File: src/include/psc_params.svh
// timing constants and widths for the pseudo sram access controller
`ifndef PSC_PARAMS_SVH
`define PSC_PARAMS_SVH
`define PSC_CLK_PERIOD_PS 4000
`define PSC_PWRUP_US 100
`define PSC_PWRUP_CYC ((`PSC_PWRUP_US * 1000000) / `PSC_CLK_PERIOD_PS)
`define PSC_CYCLE_NS 70
`define PSC_CYCLE_CYC \
    ((`PSC_CYCLE_NS * 1000 + `PSC_CLK_PERIOD_PS - 1) / `PSC_CLK_PERIOD_PS)
`define PSC_WP_NS 55
`define PSC_WP_CYC \
    ((`PSC_WP_NS * 1000 + `PSC_CLK_PERIOD_PS - 1) / `PSC_CLK_PERIOD_PS)
`define PSC_ACC_NS 70
`define PSC_ACC_CYC \
    ((`PSC_ACC_NS * 1000 + `PSC_CLK_PERIOD_PS - 1) / `PSC_CLK_PERIOD_PS)
`define PSC_SYNC_CYC 2
`define PSC_ADDR_W 20
`define PSC_DATA_W 16
`define PSC_CNT_W 8
`define PSC_PWR_W 16
`endif

File: src/include/psc_pkg.sv
// types for the pseudo sram access controller
package psc_pkg;
    typedef enum logic [2:0] {
        PSC_POWERUP,
        PSC_IDLE,
        PSC_READ,
        PSC_WRITE,
        PSC_RECOVER
    } psc_state_e;
endpackage

File: src/logic/psc_wait_timer.sv
// loadable down counter used for the power-up wait
`timescale 1ns/10ps
`include "psc_params.svh"
module psc_wait_timer #(
    parameter int WIDTH = 8
) (
    input wire logic clk_in,
    input wire logic reset_in,
    input wire logic enable_in,
    input wire logic load_in,
    input wire logic [WIDTH-1:0] value_in,
    output logic done_out
);
    logic [WIDTH-1:0] count_r;
    always_ff @(posedge clk_in or posedge reset_in) begin
        if (reset_in) begin
            count_r <= '0;
        end else if (enable_in) begin
            if (load_in) begin
                count_r <= value_in;
            end else if (count_r != '0) begin
                count_r <= count_r - 1'b1;
            end
        end
    end
    assign done_out = (count_r == '0);
endmodule

File: src/logic/psc_host_ctrl.sv
// host-side controller driving the pseudo sram control pins
`timescale 1ns/10ps
`include "psc_params.svh"
// Contract
// - hold primary select high 100 us after power
// - read: select low, oe low, we high
// - never cycle faster than 70 ns
// - one lane for byte, both for word
// - last asserted strobe opens write window
module psc_host_ctrl
    import psc_pkg::*;
#(
    parameter int PWRUP_CYCLES = `PSC_PWRUP_CYC
) (
    input wire logic clk_in,
    input wire logic reset_in,
    input wire logic enable_in,
    input wire logic req_valid_in,
    input wire logic req_write_in,
    input wire logic [`PSC_ADDR_W-1:0] req_addr_in,
    input wire logic [`PSC_DATA_W-1:0] req_wdata_in,
    input wire logic [1:0] req_lane_in,
    output logic req_ready_out,
    output logic rd_valid_out,
    output logic [`PSC_DATA_W-1:0] rd_data_out,
    output logic mem_ready_out,
    output logic primary_select_n_out,
    output logic secondary_select_out,
    output logic output_enable_n_out,
    output logic write_strobe_n_out,
    output logic upper_lane_select_n_out,
    output logic lower_lane_select_n_out,
    output logic [`PSC_ADDR_W-1:0] addr_out,
    output logic [`PSC_DATA_W-1:0] dq_out,
    output logic dq_oe_out,
    input wire logic [`PSC_DATA_W-1:0] dq_in
);
    // ------------------------------------------------------------
    // state
    // ------------------------------------------------------------
    typedef struct packed {
        psc_state_e state;
        logic [`PSC_CNT_W-1:0] cnt;
        logic ready;
        logic rd_valid;
        logic [`PSC_DATA_W-1:0] rd_data;
        logic mem_ready;
        logic sel_n;
        logic oe_n;
        logic we_n;
        logic ub_n;
        logic lb_n;
        logic [`PSC_ADDR_W-1:0] addr;
        logic [`PSC_DATA_W-1:0] dq;
        logic dq_oe;
        logic [`PSC_CNT_W-1:0] gap;
        logic [`PSC_DATA_W-1:0] dq_meta;
        logic [`PSC_DATA_W-1:0] dq_sync;
    } psc_regs_s;

    // idle pins, secondary low, wait timer not yet loaded
    localparam psc_regs_s REGS_RST = '{
        state: PSC_POWERUP,
        cnt: '0,
        ready: 1'b0,
        rd_valid: 1'b0,
        rd_data: '0,
        mem_ready: 1'b0,
        sel_n: 1'b1,
        oe_n: 1'b1,
        we_n: 1'b1,
        ub_n: 1'b1,
        lb_n: 1'b1,
        addr: '0,
        dq: '0,
        dq_oe: 1'b0,
        gap: '1,
        dq_meta: '0,
        dq_sync: '0
    };
    // next take lands two edges after the recover check
    localparam logic [`PSC_CNT_W-1:0] GAP_MIN =
        `PSC_CNT_W'(`PSC_CYCLE_CYC - 2);

    psc_regs_s regs_r;
    psc_regs_s regs_nxt;
    logic pwr_done;

    // ------------------------------------------------------------
    // helpers
    // ------------------------------------------------------------
    function automatic logic [1:0] psc_lanes_n(input logic [1:0] lanes);
        // an empty lane mask is taken as a full word
        psc_lanes_n = (lanes == 2'h0) ? 2'h0 : ~lanes;
    endfunction

    // ------------------------------------------------------------
    // power-up wait
    // ------------------------------------------------------------
    psc_wait_timer #(.WIDTH(`PSC_PWR_W)) u_pwr_timer (
        .clk_in(clk_in),
        .reset_in(reset_in),
        .enable_in(enable_in),
        .load_in(regs_r.state == PSC_POWERUP && !regs_r.mem_ready &&
                 regs_r.cnt == '0),
        .value_in(PWRUP_CYCLES[`PSC_PWR_W-1:0]),
        .done_out(pwr_done)
    );

    // ------------------------------------------------------------
    // next state
    // ------------------------------------------------------------
    always_comb begin
        regs_nxt = regs_r;
        regs_nxt.rd_valid = 1'b0;
        regs_nxt.dq_meta = dq_in;
        regs_nxt.dq_sync = regs_r.dq_meta;
        // cycles since the last select fall, held at its ceiling
        if (regs_r.gap != '1) begin
            regs_nxt.gap = regs_r.gap + 1'b1;
        end
        if (regs_r.cnt != '0 && regs_r.state != PSC_POWERUP) begin
            regs_nxt.cnt = regs_r.cnt - 1'b1;
        end
        case (regs_r.state)
            PSC_POWERUP: begin
                regs_nxt.sel_n = 1'b1;
                if (regs_r.cnt == '0) begin
                    regs_nxt.cnt = `PSC_CNT_W'h1;
                end else if (pwr_done) begin
                    regs_nxt.state = PSC_IDLE;
                    regs_nxt.mem_ready = 1'b1;
                    regs_nxt.ready = 1'b1;
                    regs_nxt.cnt = '0;
                end
            end
            PSC_IDLE: begin
                if (req_valid_in && regs_r.ready) begin
                    regs_nxt.ready = 1'b0;
                    regs_nxt.gap = '0;
                    regs_nxt.addr = req_addr_in;
                    regs_nxt.sel_n = 1'b0;
                    {regs_nxt.ub_n, regs_nxt.lb_n} =
                        psc_lanes_n(req_lane_in);
                    if (req_write_in) begin
                        // select, lanes and we fall on one edge
                        regs_nxt.dq = req_wdata_in;
                        regs_nxt.dq_oe = 1'b1;
                        regs_nxt.oe_n = 1'b1;
                        regs_nxt.we_n = 1'b0;
                        regs_nxt.cnt = `PSC_CNT_W'(`PSC_WP_CYC);
                        regs_nxt.state = PSC_WRITE;
                    end else begin
                        regs_nxt.oe_n = 1'b0;
                        regs_nxt.we_n = 1'b1;
                        // extra cycles let read data pass the synchroniser
                        regs_nxt.cnt =
                            `PSC_CNT_W'(`PSC_ACC_CYC + `PSC_SYNC_CYC);
                        regs_nxt.state = PSC_READ;
                    end
                end
            end
            PSC_READ: begin
                if (regs_r.cnt == '0) begin
                    regs_nxt.rd_data = regs_r.dq_sync;
                    regs_nxt.rd_valid = 1'b1;
                    regs_nxt.oe_n = 1'b1;
                    regs_nxt.sel_n = 1'b1;
                    regs_nxt.ub_n = 1'b1;
                    regs_nxt.lb_n = 1'b1;
                    regs_nxt.cnt = `PSC_CNT_W'h1;
                    regs_nxt.state = PSC_RECOVER;
                end
            end
            PSC_WRITE: begin
                if (regs_r.cnt == '0) begin
                    // we rises first and closes the window
                    regs_nxt.we_n = 1'b1;
                    regs_nxt.cnt = `PSC_CNT_W'h1;
                    regs_nxt.state = PSC_RECOVER;
                end
            end
            PSC_RECOVER: begin
                // hold data one cycle past the window close
                regs_nxt.dq_oe = 1'b0;
                regs_nxt.sel_n = 1'b1;
                regs_nxt.ub_n = 1'b1;
                regs_nxt.lb_n = 1'b1;
                if (regs_r.cnt == '0 && regs_r.gap >= GAP_MIN) begin
                    regs_nxt.ready = 1'b1;
                    regs_nxt.state = PSC_IDLE;
                end
            end
            default: begin
                regs_nxt.state = PSC_POWERUP;
            end
        endcase
    end

    // ------------------------------------------------------------
    // registers
    // ------------------------------------------------------------
    always_ff @(posedge clk_in or posedge reset_in) begin
        if (reset_in) begin
            regs_r <= REGS_RST;
        end else if (enable_in) begin
            regs_r <= regs_nxt;
        end
    end

    // ------------------------------------------------------------
    // outputs
    // ------------------------------------------------------------
    assign req_ready_out = regs_r.ready;
    assign rd_valid_out = regs_r.rd_valid;
    assign rd_data_out = regs_r.rd_data;
    assign mem_ready_out = regs_r.mem_ready;
    assign primary_select_n_out = regs_r.sel_n;
    assign secondary_select_out = regs_r.mem_ready;
    assign output_enable_n_out = regs_r.oe_n;
    assign write_strobe_n_out = regs_r.we_n;
    assign upper_lane_select_n_out = regs_r.ub_n;
    assign lower_lane_select_n_out = regs_r.lb_n;
    assign addr_out = regs_r.addr;
    assign dq_out = regs_r.dq;
    assign dq_oe_out = regs_r.dq_oe;
endmodule

File: config.mk
export PLATFORM = sky130hd
export DESIGN_NAME = psc_host_ctrl
export DESIGN_NICKNAME = d
export VERILOG_FILES = /design/src/include/psc_pkg.sv /design/src/logic/psc_wait_timer.sv /design/src/logic/psc_host_ctrl.sv
export VERILOG_INCLUDE_DIRS = /design/src /design/src/include
export SDC_FILE = /design/constraint.sdc
export NUM_CORES = 1
export LEC_CHECK = 0
export BUFFER_PORTS_ARGS = -buffer_cell sky130_fd_sc_hd__buf_2
export CAP_MARGIN = 25
export CORE_ASPECT_RATIO = 1.5
export CORE_MARGIN = 8
export CORE_UTILIZATION = 50
export DETAILED_ROUTE_END_ITERATION = 6
export PLACE_DENSITY = 0.84
export SLEW_MARGIN = 20
export SYNTH_ARGS = -nofsm -noshare
export SYNTH_HDL_FRONTEND = slang
export SYNTH_SLANG_ARGS = --single-unit
File: constraint.sdc
create_clock -name clk_in -period 7.9 [get_ports clk_in]
set_input_delay 1.58 -clock clk_in [delete_from_list [all_inputs] [get_ports clk_in]]
set_output_delay 1.58 -clock clk_in [all_outputs]
set_load 0.1 [all_outputs]
==> impl_metrics.yaml, run 1 <==
floorplan:
  core_area_mm2: 0.01239
  die_width_um: 107.6
  fp.dieArea_mm2: 0.01651
  floorplan.initialDensity_pct: 50.81
  rows: 50
  die_h_um: 153.4
  ioPinCount: 121
grt:
  grt_max_degree: 80
  grt_pass1_vias: 4582
  grt_antenna_before_repair: 0
  grt_pass1_wl_mm: 22.25
  track_usage_pct: 16.77
  global_route.overflow_total: 0
placement:
  portBuffers: 120
  hpwl_reported_at_the_end_of_detailed_placement_mm: 9.641
  dpl_cell_area_mm2: 0.006588
  finalWeightedCongestion: 0.9085
  post-place-cells: 766
yosys:
  synth_xor_xnor_area_share_pct: 2.783
  synth_cell_types: 71
  post_synth_and_or_nand_nor_area_fraction_pct: 15.45
  synth_seq_area_share_pct: 51.15
  post-synth-top-area-fraction_pct: 45.73
  synth-seq-cells: 128
  synthFlopType: "sky130_fd_sc_hd__dfrtp_1"
  synth_largest_area_cell: "sky130_fd_sc_hd__dfrtp_1"
  netlist_top_cells_area: "sky130_fd_sc_hd__dfrtp_1 46%, sky130_fd_sc_hd__mux2_2 9.8%, sky130_fd_sc_hd__buf_4 6.4%"
  synth_async_sr_flop_share_pct: 100.0
  post_synth_inst_count: 568
  largest_family_of_logic_cells_by_synthesized_area: "simple AND/OR/NAND/NOR gates"
  synth_mux_area_share_pct: 12.50
  synth_edf_count: 0
  syn-num-nets: 633
  post_synth_fa_ha_maj_area_fraction_pct: 1.193
  postSynthAreaPerCell_um2: 11.08
  syn-cell-area_mm2: 0.006294
  synth_compound_gate_area_share_pct: 7.833
  ys.warnings.count: 0
worst_setup_path:
  critPathLaunchType: "primary input"
  timing.critical_path.slowest_stage_cell: "sky130_fd_sc_hd__nand3_1"
  setup.worst_path.class: "primary input to register"
  arrival_ns: 4.01
  cp_num_buf_inv: 3
  crit_family: "buffers and inverters"
  timing.critical_path.fanout_max: 60
  timing.critical_path.cells: "buf_2, buf_4, inv_1, nor2_1, nand3_1, mux2_2"
  worstSetupEndpointType: "register"
  critPathMaxStageDelay_ns: 0.63
  cp.required_ns: 8.19
layout:
  area_delta_synth_final_pct: 14.97
  post-route-util_pct: 58.41
  insertedDiodeCount: 0
  num-nets-final: 695
  final_common_cell: "sky130_fd_sc_hd__buf_2"
  drive_above_1_share_pct: 38.88
  final_cell_mix: "120 x sky130_fd_sc_hd__buf_2, 115 x sky130_fd_sc_hd__dfrtp_1, 79 x sky130_fd_sc_hd__nand2_1"
  design_area_mm2: 0.007236
  layout.filler_cells: 1060
  finish.cell_count_without_fillers: 799
timing:
  timing.final.setup_violations: 0
  worst_max_slew_pin_slew_ns: 0.9598
  slew_viol_final: 0
  max_clock_freq_mhz: 268.6
  grt_setup_unrepaired: "false"
  final.period_utilization_pct: 47.12
  timing.setup.tns_ns: 0
  final-hold-violation-count: 0
  maxSlewHeadroom_pct: 35.94
  period_minus_slack_ns: 3.723
  worst_clock_skew_ns: 0.007561
clock_tree:
  clockRootBuffer: "sky130_fd_sc_hd__clkbuf_16"
  post-cts-setup-buffers: 0
  tritoncts: "yes"
  cts_buffers: 17
  clk_latency_ns: 0.41
  maximum_level_of_the_cts_h_tree: 4
  ctsLongestPathBuffers: 2
  postCtsResizedCells: 0
  clkSlewWorstSetupHoldPaths_ns: 0.06
  clock-sinks: 128
  hold_buffers: 0
run:
  maxCapViolCount: 0
routing:
  final_antenna_net_count: 0
  viasPerCell: 5.412
  route.vias.total: 4324
  drt-wirelength-per-cell_um: 16.86
  totalWireLength_mm: 13.47
  drt-initial-drc-count: 271
  drt-pass1-iter-count: 5
  route.detailed.drc: 0
power_and_ir_drop:
  total_power_per_unit_cell_area_mw_per_mm2: 447.5
  p_leak_nw: 3.524
  vdd_ir_drop_max_mv: 0.2724
hold_path:
  min_path_type: "register to register"
run_status:
  run_status: "finished clean"
[state kept, by name (all words and copies together), names as in the netlist, 16 cells and up]
signal,cells
regs_r,35
addr_out,20
dq_out,16
rd_data_out,16
regs_nxt,16
u_pwr_timer.count_r,16
[worst min-delay path, cell delays in order, from the launching register on]
cell,delay (ns)
sky130_fd_sc_hd__dfrtp_1,0.34
sky130_fd_sc_hd__nand2_1,0.05
sky130_fd_sc_hd__nand2_1,0.06
[logic make-up (layout without fill, tap and decap cells)]
kind of cell,count (synthesis),after routing
compound gates,70,70
xor+xnor,20,20
fa+ha+maj,6,6
buf+inv,94,169
flops,128,128
mux,67,67
simple gates,183,183
[through the flow]
step	hold slack, ns	setup slack (ns)	power, W
2_1_floorplan	0.4469	2.929	0.002322
3_3_place_gp	0.4513	3.803	0.002392
3_5_place_dp	0.4657	3.702	0.002433
4_1_cts	0.4791	4.123	0.003260
5_1_grt	0.4949	3.873	0.003374
6_report	0.4748	4.177	0.003238
[Yosys cell counts (all sizes together) (3+ instances only)]
| cell type | n |
|---|---|
| nand4 | 6 |
| xor2 | 12 |
| inv | 14 |
| nand2 | 80 |
| o32ai | 3 |
| o31ai | 6 |
| nand2b | 4 |
| o21ai | 16 |
| clkbuf | 15 |
| or4 | 3 |
| buf | 65 |
| a21o | 3 |
| a41oi | 4 |
| nor3 | 9 |
| a21oi | 11 |
| nor2 | 28 |
| ha | 6 |
| nand3 | 21 |
| or3 | 8 |
| a31oi | 8 |
| xnor2 | 8 |
| mux2 | 66 |
| nor4 | 8 |
| dfrtp | 115 |
| dfstp | 13 |
[final timing paths]
kind                            endpoint  slack, ns  depth (start not counted)                    from
hold reg to reg             addr_out[10]       0.47                          2            addr_out[10]
hold / removal              addr_out[10]       0.47                          2            addr_out[10]
setup / recovery               dq_out[8]       4.18                          6               enable_in
min in group asynchronous      dq_out[6]       1.24                          2                reset_in
setup reg to reg           req_ready_out       5.22                          7  u_pwr_timer.count_r[0]
max in group asynchronous     regs_r[34]       5.57                          4                reset_in
[metal layers]
metal  GRT usage, %  vias to the layer above  wire length [µm]
li1               -                     2058                 -
met1          17.97                     2134              5106
met2          29.35                      111              7359
met3          4.756                       21               733
met4          7.703                        0               272
met5              0                        -                 0
[power breakdown]
part / switching, W / internal [W]
combinational: 0.00111 / 0.000297
clock: 0.000286 / 0.000530
sequential: 0.000155 / 0.000860
total: 0.00155 / 0.00169
[layout make-up]
cell class	instances	area [µm²]	area share [%]
clock buffer	20	436.7	6.035
clock inverter	12	183.9	2.542
inverter	14	55.05	0.7609
multi-input combinational	346	2502	34.58
sequential	128	3219	44.49
tap	156	195.2	2.698
timing repair buffer	123	643.1	8.888
No activity file was read; power rests on OpenSTA's default activity.
==> run 2: changes to the inputs <==
- ABC_AREA: not set -> 1
- PLACE_DENSITY: 0.84 -> 0.87
- clock period: 7.9 -> 3.1 ns (I/O delays scaled with it)
==> impl_metrics.yaml, run 2 <==
clock_tree:
  clk_latency_ns: 0.42
  hold_buffers: 0
  clkSlewWorstSetupHoldPaths_ns: 0.06
  post-cts-setup-buffers: 0
  clock-sinks: 128
  clockRootBuffer: "sky130_fd_sc_hd__clkbuf_16"
  cts_buffers: 17
  ctsLongestPathBuffers: 2
  maximum_level_of_the_cts_h_tree: 4
  postCtsResizedCells: 0
  tritoncts: "yes"
yosys:
  postSynthAreaPerCell_um2: 8.039
  ys.warnings.count: 0
  synthFlopType: "sky130_fd_sc_hd__dfrtp_1"
  synth-seq-cells: 128
  synth_largest_area_cell: "sky130_fd_sc_hd__dfrtp_1"
  synth_mux_area_share_pct: 0
  largest_family_of_logic_cells_by_synthesized_area: "simple AND/OR/NAND/NOR gates"
  synth_xor_xnor_area_share_pct: 2.030
  synthTopCellsByCount: "292 x sky130_fd_sc_hd__nand2_1, 115 x sky130_fd_sc_hd__dfrtp_1, 63 x sky130_fd_sc_hd__nor2_1"
  synth_seq_area_share_pct: 49.75
  post_synth_inst_count: 805
  post_synth_fa_ha_maj_area_fraction_pct: 1.160
  post-synth-top-area-fraction_pct: 44.47
  syn-cell-area_mm2: 0.006471
  synth_compound_gate_area_share_pct: 5.858
  syn-num-nets: 870
  synth_edf_count: 0
  synth_cell_types: 36
  synth.most_common_cell: "sky130_fd_sc_hd__nand2_1"
  netlist_top_cells_area: "sky130_fd_sc_hd__dfrtp_1 44%, sky130_fd_sc_hd__nand2_1 17%, sky130_fd_sc_hd__buf_4 6.4%"
  post_synth_and_or_nand_nor_area_fraction_pct: 28.91
  synth_async_sr_flop_share_pct: 100.0
timing:
  final_worst_hold_slack_ns: 0.2548
  worst_max_slew_pin_slew_ns: 0.6204
  grt_setup_unrepaired: "false"
  final-hold-violation-count: 0
  slew_viol_final: 0
  worst_clock_skew_ns: 0.009090
  final.period_utilization_pct: 74.56
  maxSlewHeadroom_pct: 58.58
  timing.final.setup_violations: 0
  period_minus_slack_ns: 2.311
  max_clock_freq_mhz: 432.6
  timing.setup.tns_ns: 0
  setup_ws_ns: 0.7885
placement:
  portBuffers: 120
  post-place-ws_ns: 0.8112
  hpwl_reported_at_the_end_of_detailed_placement_mm: 10.50
  finalWeightedCongestion: 0.9752
  post-place-cells: 1015
run_status:
  run_status: "finished clean"
power_and_ir_drop:
  combinationalPowerShare_pct: 20.8
  p_leak_nw: 4.050
  total_power_per_unit_cell_area_mw_per_mm2: 682.6
  intPower_w: 0.003377
  p_seq_share_pct: 41.7
  clkPwrFrac_pct: 37.5
  power_switching_w: 0.001663
  vdd_ir_drop_max_mv: 0.4563
  p_sw_share_pct: 33.00
floorplan:
  ioPinCount: 121
  die_h_um: 155.3
  die_width_um: 108.9
  floorplan.initialDensity_pct: 50.45
  rows: 51
  core_area_mm2: 0.01283
  fp.dieArea_mm2: 0.01691
worst_setup_path:
  setup.worst_path.class: "register to register"
  timing.critical_path.fanout_max: 22
  cp.required_ns: 3.38
  arrival_ns: 2.60
  crit_family: "simple AND/OR/NAND/NOR gates"
  timing.critical_path.cells: "inv_1, ha_1, inv_1, nor2_2, nand2_2, nor2_4, nand3_2, nand2_2, nand2_1, nand2_1, nand3_1"
  crit_cells: 11
  timing.critical_path.slowest_stage_cell: "sky130_fd_sc_hd__nand2_2"
  worstSetupEndpointType: "register"
  critPathMaxStageDelay_ns: 0.42
  rr_worst_depth: 11
  critPathLaunchType: "register"
  cp_num_buf_inv: 2
routing:
  drt-initial-drc-count: 314
  drt-pass1-iter-count: 5
  final_antenna_net_count: 0
  route.detailed.drc: 0
  route.vias.total: 5231
  viasPerCell: 5.001
  totalWireLength_mm: 14.38
  drt-wirelength-per-cell_um: 13.75
layout:
  finish.cell_count_without_fillers: 1046
  insertedDiodeCount: 0
  num-nets-final: 940
  regMostFlops: "regs_r"
  post-route-util_pct: 57.57
  final_common_cell: "sky130_fd_sc_hd__nand2_1"
  drive_above_1_share_pct: 23.90
  largest_register_ff_count: 35
  area_delta_synth_final_pct: 14.11
  final_cell_mix: "292 x sky130_fd_sc_hd__nand2_1, 120 x sky130_fd_sc_hd__buf_2, 115 x sky130_fd_sc_hd__dfrtp_1"
grt:
  grt_max_degree: 53
  grt_pass1_wl_mm: 24.32
  track_usage_pct: 17.89
  global_route.overflow_total: 0
  grt_antenna_before_repair: 0
  grt_pass1_vias: 5253
run:
  maxCapViolCount: 0
hold_path:
  min_path_type: "primary input to async pin"
## run 2: cell types whose count changed in the layout (fill, tap and decap cells not counted), sizes merged, moves of 4 or more
cell / previous run / this run
inv: 15 / 79
or3: 8 / 0
o31ai: 6 / 2
mux2: 66 / 0
a41oi: 4 / 0
xnor2: 8 / 4
nor4: 8 / 0
nand4: 6 / 10
a31oi: 8 / 1
nand2: 80 / 300
nor2: 28 / 74
nand3: 21 / 40
o21ai: 16 / 52
nand2b: 4 / 0
## run 2: per-layer routing
layer | wire length, µm | share of wire, % | global-route usage (%) | vias up
met5 | 0 | 0 | 0 | -
met4 | 392 | 2.7 | 8.186 | 0
met3 | 774 | 5.4 | 4.472 | 38
met2 | 7530 | 52 | 30.70 | 170
met1 | 5687 | 40 | 20.13 | 2426
li1 | - | - | - | 2597
## run 2: worst paths after layout
path                           startpoint                      to  slack, ns
max                           regs_r[101]  u_pwr_timer.count_r[8]       0.79
min in group clk_in        req_addr_in[6]             addr_out[6]       0.40
min                              reset_in             regs_r[102]       0.25
max in group asynchronous        reset_in    primary_select_n_out       2.14
min reg2reg                  addr_out[11]            addr_out[11]       0.46
max reg2reg                   regs_r[101]  u_pwr_timer.count_r[8]       0.79
## run 2: cell families after synthesis
family | Yosys count
simple gates | 435
buf+inv | 149
flops | 128
compound gates | 72
xor+xnor | 15
fa+ha+maj | 6
## run 2: layout make-up
cell class                      count  area, µm²
Timing Repair Buffer              126      670.6
Clock buffer                       18      429.2
Sequential cell                   128       3219
Inverter                           74      281.5
Multi-Input combinational cell    528       2456
Tap cell                          159      198.9
Fill cell                        1144       5441
Clock inverter                     13      128.9
## run 2: metrics by stage
stage | total power (W) | cell area [µm²]
finish | 0.005040 | 7385
CTS | 0.005065 | 7385
floorplan | 0.002898 | 6475
global placement | 0.003116 | 6827
global route | 0.005320 | 7385
detailed placement | 0.003156 | 6827
## run 2: power groups by stage
stage	combinational (W)	sequential (W)	clock, W
after floorplan	0.000748	0.00215	0
after global placement	0.00100	0.00211	0
after detailed placement	0.00104	0.00212	0
after CTS	0.00105	0.00210	0.00192
after global routing	0.00119	0.00213	0.00200
final	0.00105	0.00210	0.00189
## run 2: worst reg2reg max path, cell delays in order, from the launching register on
cell and delay, ns:
sky130_fd_sc_hd__dfrtp_1 0.41, sky130_fd_sc_hd__inv_1 0.16, sky130_fd_sc_hd__ha_1 0.22, sky130_fd_sc_hd__inv_1 0.06, sky130_fd_sc_hd__nor2_2 0.19, sky130_fd_sc_hd__nand2_2 0.12
sky130_fd_sc_hd__nor2_4 0.13, sky130_fd_sc_hd__nand3_2 0.25, sky130_fd_sc_hd__nand2_2 0.42, sky130_fd_sc_hd__nand2_1 0.09, sky130_fd_sc_hd__nand2_1 0.08, sky130_fd_sc_hd__nand3_1 0.06
==> run 3: changes to the inputs <==
- clock period: 3.1 -> 2.11 ns (I/O delays scaled with it)
==> impl_metrics.yaml, run 3 (synthesis gave the netlist of run 2 again) <==
routing:
  totalWireLength_mm: 14.40
  viasPerCell: 5.067
  route.vias.total: 5325
  drt-wirelength-per-cell_um: 13.70
  route.detailed.drc: 0
  final_antenna_net_count: 0
  drt-initial-drc-count: 266
  drt-pass1-iter-count: 5
worst_setup_path:
  cp_num_buf_inv: 3
  worstSetupEndpointType: "register"
  path_common_cell: "sky130_fd_sc_hd__inv_1"
  arrival_ns: 2.16
  timing.critical_path.cells: "inv_1, ha_1, inv_1, nor2_2, nand2_2, nor2_4, nand3_2, buf_4, a21oi_1, o21ai_0"
  critPathLaunchType: "register"
  timing.critical_path.slowest_stage_cell: "sky130_fd_sc_hd__dfrtp_1"
  timing.critical_path.fanout_max: 12
  critPathMaxStageDelay_ns: 0.41
  cp.required_ns: 2.40
  crit_family: "simple AND/OR/NAND/NOR gates"
  setup.worst_path.class: "register to register"
clock_tree:
  clockRootBuffer: "sky130_fd_sc_hd__clkbuf_16"
  clk_latency_ns: 0.41
  cts_buffers: 17
  tritoncts: "yes"
  ctsLongestPathBuffers: 2
  clock-sinks: 128
  maximum_level_of_the_cts_h_tree: 4
  clkSlewWorstSetupHoldPaths_ns: 0.06
floorplan:
  ioPinCount: 121
  fp.dieArea_mm2: 0.01691
  die_width_um: 108.9
  rows: 51
  core_area_mm2: 0.01283
  die_h_um: 155.3
  floorplan.initialDensity_pct: 50.45
grt:
  grt_max_degree: 129
  gr-usage-met1_pct: 19.74
  global_route.overflow_total: 0
  track_usage_pct: 18.00
  grt_pass1_wl_mm: 24.58
  grt_antenna_before_repair: 0
  use_met3_pct: 3.768
  met2_usage_pct: 31.31
  grt_pass1_vias: 5377
  grt_busiest_layer: "met2"
timing:
  max_clock_freq_mhz: 535.2
  worst_max_slew_pin_slew_ns: 0.6492
  period_minus_slack_ns: 1.869
  final-hold-violation-count: 0
  final.period_utilization_pct: 88.56
  maxSlewHeadroom_pct: 56.72
  final_worst_hold_slack_ns: 0.2028
  slew_viol_final: 0
  timing.final.setup_violations: 0
  grt_setup_unrepaired: "false"
  worst_clock_skew_ns: 0.01104
placement:
  post-place-cells: 1020
  portBuffers: 120
  hpwl_reported_at_the_end_of_detailed_placement_mm: 10.34
  finalWeightedCongestion: 0.9644
power_and_ir_drop:
  p_sw_share_pct: 33.08
  p_leak_nw: 4.069
  total_power_per_unit_cell_area_mw_per_mm2: 1000
  clkPwrFrac_pct: 37.5
  combinationalPowerShare_pct: 20.9
  sum_of_internal_switching_and_leakage_power_w: 0.007419
  p_seq_share_pct: 41.6
  intPower_w: 0.004965
  vdd_ir_drop_max_mv: 0.6479
  power_switching_w: 0.002454
layout:
  finish.cell_count_without_fillers: 1051
  final_common_cell: "sky130_fd_sc_hd__nand2_1"
  area_delta_synth_final_pct: 14.60
  largest_register_ff_count: 35
  regMostFlops: "regs_r"
  final_cell_mix: "292 x sky130_fd_sc_hd__nand2_1, 120 x sky130_fd_sc_hd__buf_2, 114 x sky130_fd_sc_hd__dfrtp_1"
  num-nets-final: 945
  drive_above_1_share_pct: 24.44
  insertedDiodeCount: 0
run:
  maxCapViolCount: 0
hold_path:
  min_path_type: "primary input to register"
run_status:
  run_status: "finished clean"
## run 3: metal layers
metal / share of wire (%) / vias to the layer above / routed length (µm)
met5: 0 / - / 0
met4: 2.8 / 0 / 410
met3: 5.4 / 40 / 771
met2: 53 / 174 / 7630
met1: 39 / 2498 / 5586
li1: - / 2613 / -
## run 3: path summary, 6_finish.rpt
kind,from,to,slack [ns],cells after the start
max reg2reg,regs_r[101],u_pwr_timer.count_r[3],0.24,10
min reg2reg,addr_out[16],addr_out[16],0.46,2
max,regs_r[101],u_pwr_timer.count_r[3],0.24,10
min in group asynchronous,reset_in,addr_out[1],0.21,3
max in group asynchronous,reset_in,u_pwr_timer.count_r[8],1.43,3
min,req_addr_in[3],addr_out[3],0.20,3
## run 3: timing repair
item	CTS	global route
resized for setup	0	1
setup endpoints to repair	0	3
setup buffers	0	0
hold buffers	0	0
## run 3: metrics by stage
stage                     setup TNS, ns  setup WS (ns)  cell area (µm²)  utilization (%)
after global routing                  0        0.07738             7416            57.82
after detailed placement              0         0.1572             6853            53.43
final                                 0         0.2414             7416            57.82
after global placement                0         0.2605             6853            53.43
after floorplan                -0.01877       -0.01877             6476                -
after CTS                             0         0.1592             7411            57.78
## run 3: layout make-up
| type | instances | area [µm²] |
|---|---|---|
| fillers | 1172 | 5410 |
| flip-flops and latches | 128 | 3221 |
| multi-input cells | 528 | 2461 |
| repair buffers | 131 | 695.7 |
| clock buffers | 18 | 429.2 |
| inverters | 74 | 281.5 |
| well taps | 159 | 198.9 |
| clock inverters | 13 | 128.9 |
## run 3: power groups by stage
stage | clock (W) | sequential (W) | combinational (W)
detailed placement | 0 | 0.00312 | 0.00153
floorplan | 0 | 0.00316 | 0.00110
global route | 0.00295 | 0.00313 | 0.00177
CTS | 0.00284 | 0.00308 | 0.00155
finish | 0.00278 | 0.00309 | 0.00155
global placement | 0 | 0.00311 | 0.00148
## run 3: worst reg2reg max path, stage by stage (launching register included)
cell                      delay (ns)
sky130_fd_sc_hd__dfrtp_1        0.41
sky130_fd_sc_hd__inv_1          0.14
sky130_fd_sc_hd__ha_1           0.20
sky130_fd_sc_hd__inv_1          0.05
sky130_fd_sc_hd__nor2_2         0.17
sky130_fd_sc_hd__nand2_2        0.11
sky130_fd_sc_hd__nor2_4         0.11
sky130_fd_sc_hd__nand3_2        0.10
sky130_fd_sc_hd__buf_4          0.20
sky130_fd_sc_hd__a21oi_1        0.15
sky130_fd_sc_hd__o21ai_0        0.09
